--- src/hw/hbr_consts.svh ---
// constants for the host bus narrow read path
`ifndef HBR_CONSTS_SVH
`define HBR_CONSTS_SVH

// byte address bounds of the spaces seen by the host
`define HBR_REG_END      24'h00FBFF
`define HBR_SDRAM_BASE   24'h010000

// strap settle count after reset release (two sync stages)
`define HBR_STRAP_SETTLE 2'h2

// reset values
`define HBR_RDATA_RST    32'h0000_0000
`define HBR_LATCH_RST    32'h0000_0000

`endif

--- src/hw/hbr_pkg.sv ---
// types and lane helpers for the host bus narrow read path
package hbr_pkg;

  typedef enum logic [1:0] {
    SZ_BYTE = 2'h0,
    SZ_HALF = 2'h1,
    SZ_WORD = 2'h2
  } hbr_size_t;

  typedef enum logic [1:0] {
    RG_REG   = 2'h0,
    RG_SDRAM = 2'h1,
    RG_OTHER = 2'h2
  } hbr_region_t;

  typedef enum logic [1:0] {
    ST_IDLE  = 2'h0,
    ST_FETCH = 2'h1,
    ST_WRITE = 2'h2
  } hbr_state_t;

  // big-endian byte lanes: offset 0 is bits 31:24
  function automatic logic [3:0] hbr_strb(input hbr_size_t sz, input logic [1:0] ofs);
    case (sz)
      SZ_BYTE: hbr_strb = 4'h8 >> ofs;
      SZ_HALF: hbr_strb = ofs[1] ? 4'h3 : 4'hC;
      default: hbr_strb = 4'hF;
    endcase
  endfunction : hbr_strb

endpackage : hbr_pkg

--- src/hw/hbr_lane_if.sv ---
// read lane selection signals between the bus path and the lane mux
`timescale 1ns/1ps
`default_nettype none
interface hbr_lane_if;
  import hbr_pkg::*;
  logic [31:0] word;    // source register word
  logic [1:0]  ofs;     // byte offset of the access
  hbr_size_t   size;    // access size
  logic        mode16;  // 16-bit data mode
  logic [31:0] data;    // data as placed on the host bus

  modport src (output word, output ofs, output size, output mode16, input data);
  modport mux (input word, input ofs, input size, input mode16, output data);
endinterface : hbr_lane_if
`default_nettype wire

--- src/hw/hbr_lane_mux.sv ---
// places the selected bytes of a register word onto the host data lanes
`timescale 1ns/1ps
`default_nettype none
module hbr_lane_mux (
  hbr_lane_if.mux lane  // lane selection
);
  import hbr_pkg::*;

  logic [3:0]  strb;
  logic [31:0] masked;

  always_comb begin
    strb   = hbr_strb(lane.size, lane.ofs);
    masked = lane.word & {{8{strb[3]}}, {8{strb[2]}}, {8{strb[1]}}, {8{strb[0]}}};
    // on the narrow bus the addressed half travels on the low 16 lanes
    if (lane.mode16) begin
      lane.data = {16'h0000, (lane.ofs[1] ? masked[15:0] : masked[31:16])};
    end else begin
      lane.data = masked;
    end
  end

endmodule : hbr_lane_mux
`default_nettype wire

--- src/hw/hbr_top.sv ---
// host bus read/write path with 16/32-bit strap and narrow read latch
`timescale 1ns/1ps
`default_nettype none
`include "hbr_consts.svh"

// Overview of operation
// - strap low selects 16-bit, high 32-bit
// - writes work in every mode and size except word size in 16-bit mode, which stores the low halfword in both halves
// - 16-bit word reads arrive MSB half first
// - narrow handling covers registers and SDRAM
// - offsets 0/1 always fetch the word fresh
module hbr_top #(
  parameter int AW = 24  // host byte address width
) (
  input  wire logic              i_sys_clk,    // bus clock
  input  wire logic              i_rst_n,      // async reset, active low
  input  wire logic              i_mode_strap, // width strap pin
  input  wire logic              i_req,        // host access strobe
  input  wire logic              i_we,         // 1 write, 0 read
  input  wire hbr_pkg::hbr_size_t i_size,      // access size
  input  wire logic [AW-1:0]     i_addr,       // byte address
  input  wire logic [31:0]       i_wdata,      // write data
  output logic                   o_rdy,        // access done pulse
  output logic [31:0]            o_rdata,      // read data
  output logic                   o_mode_32,    // captured width, 1 = 32-bit
  output logic                   o_cfg_done,   // strap captured
  output logic                   o_be_req,     // backend access pulse
  output logic                   o_be_we,      // backend write
  output logic                   o_be_sdram,   // backend target is SDRAM
  output logic [AW-3:0]          o_be_addr,    // backend word index
  output logic [3:0]             o_be_strb,    // backend byte strobes
  output logic [31:0]            o_be_wdata,   // backend write data
  input  wire logic              i_be_ack,     // backend done pulse
  input  wire logic [31:0]       i_be_rdata    // backend read word
);
  import hbr_pkg::*;

  function automatic hbr_region_t region_of(input logic [AW-1:0] a);
    if (a <= AW'(`HBR_REG_END)) begin
      region_of = RG_REG;
    end else if (a >= AW'(`HBR_SDRAM_BASE)) begin
      region_of = RG_SDRAM;
    end else begin
      region_of = RG_OTHER;
    end
  endfunction : region_of

  logic        strap_s1_reg;
  logic        strap_s2_reg;
  logic [1:0]  settle_reg;
  hbr_state_t  state_reg;
  logic        req_we_reg;
  hbr_size_t   req_size_reg;
  logic [1:0]  req_ofs_reg;
  hbr_region_t req_region_reg;
  logic [31:0] latch_word_reg;
  logic [AW-3:0] latch_idx_reg;
  logic        latch_vld_reg;
  logic        mode16;
  logic        take;
  logic        hit;
  logic        rd_done;
  logic [3:0]  take_strb;
  hbr_region_t take_region;

  hbr_lane_if lane ();

  hbr_lane_mux u_lane_mux (
    .lane (lane.mux)
  );

  // strap sampled through two stages, then frozen once settled
  always_ff @(posedge i_sys_clk or negedge i_rst_n) begin
    if (!i_rst_n) begin
      strap_s1_reg <= 1'b0;
      strap_s2_reg <= 1'b0;
      settle_reg   <= 2'h0;
      o_mode_32    <= 1'b0;
      o_cfg_done   <= 1'b0;
    end else begin
      strap_s1_reg <= i_mode_strap;
      strap_s2_reg <= strap_s1_reg;
      if (!o_cfg_done) begin
        if (settle_reg == `HBR_STRAP_SETTLE) begin
          o_mode_32  <= strap_s2_reg;
          o_cfg_done <= 1'b1;
        end else begin
          settle_reg <= settle_reg + 2'h1;
        end
      end
    end
  end

  assign mode16      = !o_mode_32;
  assign take        = i_req && (state_reg == ST_IDLE) && o_cfg_done;
  assign take_strb   = hbr_strb(i_size, i_addr[1:0]);
  assign take_region = region_of(i_addr);
  assign rd_done     = (state_reg == ST_FETCH) && i_be_ack;
  // a second-half read is served only right after its first-half read
  assign hit = mode16 && !i_we && i_addr[1] && latch_vld_reg &&
               (latch_idx_reg == i_addr[AW-1:2]) && (take_region != RG_OTHER);

  always_comb begin
    if (state_reg == ST_FETCH) begin
      lane.word = i_be_rdata;
      lane.ofs  = req_ofs_reg;
      lane.size = req_size_reg;
    end else begin
      lane.word = latch_word_reg;
      lane.ofs  = i_addr[1:0];
      lane.size = i_size;
    end
    lane.mode16 = mode16;
  end

  // request sequencing
  always_ff @(posedge i_sys_clk or negedge i_rst_n) begin
    if (!i_rst_n) begin
      state_reg      <= ST_IDLE;
      req_we_reg     <= 1'b0;
      req_size_reg   <= SZ_WORD;
      req_ofs_reg    <= 2'h0;
      req_region_reg <= RG_REG;
    end else begin
      unique case (state_reg)
        ST_IDLE: begin
          if (take && !hit) begin
            req_we_reg     <= i_we;
            req_size_reg   <= i_size;
            req_ofs_reg    <= i_addr[1:0];
            req_region_reg <= take_region;
            state_reg      <= i_we ? ST_WRITE : ST_FETCH;
          end
        end
        ST_FETCH: begin
          if (i_be_ack) begin
            state_reg <= ST_IDLE;
          end
        end
        ST_WRITE: begin
          if (i_be_ack) begin
            state_reg <= ST_IDLE;
          end
        end
      endcase
    end
  end

  // backend access; narrow writes carry the halfword on both halves
  always_ff @(posedge i_sys_clk or negedge i_rst_n) begin
    if (!i_rst_n) begin
      o_be_req   <= 1'b0;
      o_be_we    <= 1'b0;
      o_be_sdram <= 1'b0;
      o_be_addr  <= '0;
      o_be_strb  <= 4'h0;
      o_be_wdata <= 32'h0000_0000;
    end else begin
      o_be_req <= take && !hit;
      if (take && !hit) begin
        o_be_we    <= i_we;
        o_be_sdram <= (take_region == RG_SDRAM);
        o_be_addr  <= i_addr[AW-1:2];
        o_be_strb  <= i_we ? take_strb : 4'hF;
        o_be_wdata <= mode16 ? {i_wdata[15:0], i_wdata[15:0]} : i_wdata;
      end
    end
  end

  // answer to the host
  always_ff @(posedge i_sys_clk or negedge i_rst_n) begin
    if (!i_rst_n) begin
      o_rdy   <= 1'b0;
      o_rdata <= `HBR_RDATA_RST;
    end else begin
      o_rdy <= (take && hit) || ((state_reg != ST_IDLE) && i_be_ack);
      if ((take && hit) || rd_done) begin
        o_rdata <= lane.data;
      end
    end
  end

  // first-half latch; any other access breaks the pairing
  always_ff @(posedge i_sys_clk or negedge i_rst_n) begin
    if (!i_rst_n) begin
      latch_word_reg <= `HBR_LATCH_RST;
      latch_idx_reg  <= '0;
      latch_vld_reg  <= 1'b0;
    end else begin
      if (rd_done && mode16 && !req_ofs_reg[1] && (req_region_reg != RG_OTHER)) begin
        latch_word_reg <= i_be_rdata;
        latch_idx_reg  <= o_be_addr;
        latch_vld_reg  <= 1'b1;
      end else if (take || (state_reg == ST_WRITE)) begin
        latch_vld_reg  <= 1'b0;
      end
    end
  end
endmodule : hbr_top
`default_nettype wire

--- config.mk ---
export PLATFORM = sky130hd
export DESIGN_NAME = hbr_top
export DESIGN_NICKNAME = d
export VERILOG_FILES = /design/src/hw/hbr_pkg.sv /design/src/hw/hbr_lane_if.sv /design/src/hw/hbr_lane_mux.sv /design/src/hw/hbr_top.sv
export VERILOG_INCLUDE_DIRS = /design/src /design/src/hw
export SDC_FILE = /design/constraint.sdc
export NUM_CORES = 1
export LEC_CHECK = 0
export BUFFER_PORTS_ARGS = -buffer_cell sky130_fd_sc_hd__buf_2
export CORE_ASPECT_RATIO = 1.25
export CORE_UTILIZATION = 55
export DETAILED_ROUTE_END_ITERATION = 8
export GPL_TIMING_DRIVEN = 0
export PLACE_DENSITY_LB_ADDON = 0.1
export SLEW_MARGIN = 25
export SYNTH_ARGS = -nofsm -noshare
export SYNTH_HDL_FRONTEND = slang
export SYNTH_HIERARCHICAL = 1
export SYNTH_SLANG_ARGS = --single-unit
--- constraint.sdc ---
create_clock -name i_sys_clk -period 4.3 [get_ports i_sys_clk]
set_input_delay 0.215 -clock i_sys_clk [delete_from_list [all_inputs] [get_ports i_sys_clk]]
set_output_delay 0.215 -clock i_sys_clk [all_outputs]
set_load 0.005 [all_outputs]
==> metrics.md <==
| Metric | Value |
|---|---|
| Leakage | `4.602 nW` |
| Hold path startpoint | `i_addr[8]` |
| Largest net degree at the start of global routing | `65` |
| Setup slack at placement | `0.8276 ns` |
| Total gr overflow | `0` |
| Seq pwr share | `0.390` |
| Ys async rst share | `1.000` |
| Setup Skew | `0.008116 ns` |
| Cell total after placement | `1,035` |
| Fin. max-slew vios | `0` |
| Fin crit period | `3.518 ns` |
| Syn Nets | `767` |
| Row cnt | `48` |
| Tcrit/Tclk final | `0.8182` |
| Number of synthesized flops with an enable pin | `0` |
| GRT met2 Usage | `0.5066` |
| Via density | `5.759` |
| Gr busiest metal | `met2` |
| R2R depth | `12` |
| RSZ-0062 raised after global routing | `no` |
| Final instance area | `0.009841 mm^2` |
| Post-Syn Area | `0.007974 mm^2` |
| FILL cells | `1,076` |
| Core Util, Final | `0.7032` |
| Syn-to-layout area delta | `23.41%` |
| DP Wirelength | `15,610 um` |
| CTS clk-pin slew, worst paths | `0.07 ns` |
| R2r endpoint | `o_rdata[10]` |
| Post-route setup slack | `0.7816 ns` |
| Iteration-0 DRC Markers | `352` |
| Placer Congestion | `0.8930` |
| Worst VDD drop | `403.1 uV` |
| Ports | `192` |
| Hold Path End | `o_be_addr[6]` |
| Comb power frac | `0.383` |
| Placed instance area | `0.009219 mm^2` |
| Sequential area share after synthesis | `0.5117` |
| Outcome | `completed` |
| Library cells used by synthesis | `40` |
| Synthesized area per cell | `11.95 um^2` |
| Arr. time, crit path | `3.80 ns` |
| CORE AREA | `0.01399 mm^2` |
| Initial core utilization | `0.5698` |
| Hold_ws | `0.03256 ns` |
| Vias | `6,156` |
| YS warnings | `6` |
| Initial antenna violation count | `1` |
| Slew headroom | `0.4094` |
| Final WL | `20,510 um` |
| Synth Flop Type | `dfrtp_1` |
| Worst flop-to-flop path startpoint | `state_reg[1]` |
| Post-synthesis register bit count | `163` |
| CTS tree | `yes` |
| Final net count | `981` |
| PortBufs | `191` |
| CTS Buffer Depth | `2` |
| GR Util met3 | `0.07810` |
| Total power draw | `6.710 mW` |
| Clk_lat worst skew | `0.42 ns` |
| CTS buffer count | `17` |
| Critical-path maximum fanout | `10` |
| Clock sinks | `163` |
| Post-route DRC | `0` |
| Critical Path RT | `4.59 ns` |
| Hold Path Class | `input pin to flop` |
| H-tree levels | `4` |
| Die Area | `0.01499 mm^2` |
| Worst Setup End Kind | `flop` |
| Vias in the first global route | `6,546` |
| Total GRT Usage | `0.2884` |
| Net Sw Frac | `0.3382` |
| Root Buffer | `clkbuf_16` |
| N_diodes | `0` |
| Post-CTS sizing | `0` |
| Setup CP Type | `flop to flop` |
| Die height | `136.6 um` |
| Post-CTS Setup Inserts | `0` |
| Met1 usage | `0.3231` |
| Max-cap violation count | `0` |
| Final Non-Filler Cells | `1,069` |
| First-pass GRT wire length | `32,390 um` |
| Post-Route Setup TNS | `0 ns` |
| Final ANT Viol Nets | `0` |
| Clock share of power | `0.228` |
| Final-report hold violation count | `0` |
| Pint | `4.441 mW` |
| Internal reg-to-reg setup slack | `0.78 ns` |
| Pre-antenna DRT Iters | `5` |
| Die width | `109.7 um` |
| F_max | `284.2 MHz` |
| Power per cell area | `681.9 mW/mm^2` |
| Post-synthesis cell count | `667` |
| Startpoint Class | `flop` |
| Fraction of layout cells with a size suffix above 1 | `0.4351` |
| Final setup fails | `0` |
| P_sw | `2.270 mW` |
| Routed WL per cell | `19.18 um` |
| Hold Path Cell Cnt | `2` |
| Worst-Margin Slew | `0.8801 ns` |
## Yosys cell counts (2+ instances only)
library cell  instances  area (um^2)
dfrtp_1             162         4054
mux2_2              140         1577
nand2_1              70        262.8
o21ai_0              39        195.2
and3_1               34        212.7
clkbuf_1             33        123.9
a41oi_1              32        280.3
mux2_1               30        337.8
xnor2_1              23        201.4
and2_1               18        112.6
a21oi_1              17        85.08
inv_1                 9        33.78
buf_4                 6        45.04
nand4_1               5        31.28
buf_2                 4        20.02
ha_1                  4        50.05
nor2b_1               4        25.02
nand2b_1              3        18.77
nor2_1                3        11.26
nor4_1                3        18.77
a21o_1                2        15.01
a21oi_4               2        32.53
and4_1                2        17.52
nand3_1               2        10.01
nor3_1                2        10.01
o21ai_4               2        32.53
o32ai_1               2        17.52
or2_2                 2        12.51
## metal layers
layer  vias up  part of all wire
met1      3023              0.37
met2       232              0.53
met5         -           0.00049
li1       2840                 -
met4         2             0.034
met3        59             0.063
## cells in the final DEF, fill, tap and decap left out, drive strengths merged, types with 4 or more instances in the layout
cell type and n:
clkbuf 53, nand4 5, a21oi 20, mux2 170, ha 4, o21ai 42
nand2 70, and2 18, a41oi 32, xnor2 23, inv 12, buf 205
dfrtp 162, and3 34, clkinv 5, nor4 4, nor2b 4
## final cells by class
cell class	count	area [um^2]	share of cell area
Multi-Input combinational cell	449	3654	0.3713
Sequential cell	163	4080	0.4146
Clock buffer	19	452.9	0.04603
Buffer	46	211.5	0.02149
Clock inverter	13	148.9	0.01513
Inverter	9	33.78	0.003433
Tap cell	175	219.0	0.02225
Timing Repair Buffer	195	1041	0.1058
## critical path: stages (launching register included)
cell and delay [ns]:
dfrtp_1 0.39, inv_1 0.12, ha_1 0.16, clkbuf_1 0.26
clkbuf_1 0.33, clkbuf_1 0.54, o21ai_0 0.26, or2_4 0.35
a21oi_4 0.28, a21oi_1 0.13, and3_1 0.20, a41oi_1 0.21
o21ai_0 0.15
## worst max path at each step
stage | depth (start not counted) | start | end | slack, ns
3_3_place_gp | 1 | i_rst_n | o_be_wdata[25] | 0.72
5_1_grt | 12 | state_reg[1] | o_rdata[11] | 0.56
4_1_cts | 12 | state_reg[1] | o_rdata[10] | 0.81
2_1_floorplan | 12 | state_reg[1] | o_rdata[10] | 1.66
6_report | 12 | state_reg[1] | o_rdata[10] | 0.78
3_5_place_dp | 12 | state_reg[1] | o_rdata[10] | 0.83
## power groups by stage
stage | combinational, mW | sequential (mW) | clock [mW]
after floorplan | 1.56 | 2.60 | 0
after global placement | 2.44 | 2.57 | 0
after detailed placement | 2.56 | 2.64 | 0
after CTS | 2.58 | 2.62 | 1.55
after global routing | 2.79 | 2.71 | 1.62
final | 2.57 | 2.62 | 1.53
## timing repair
action,CTS,global route
hold buffers,2,0
hold endpoints to repair,49,0
setup endpoints to repair,0,0
## cells by family (layout without fill, tap and decap cells)
group | Yosys count | count (layout) | share of synthesized area
buffers and inverters | 55 | 282 | 0.03075
AO/OA/AOI/OAI | 100 | 100 | 0.08646
multiplexers | 170 | 170 | 0.2401
flip-flops | 163 | 163 | 0.5117
AND/OR/NAND/NOR | 152 | 152 | 0.09948
adder cells (fa/ha/maj) | 4 | 4 | 0.006277
XOR/XNOR | 23 | 23 | 0.02526
No activity file was read; power rests on OpenSTA's default activity.
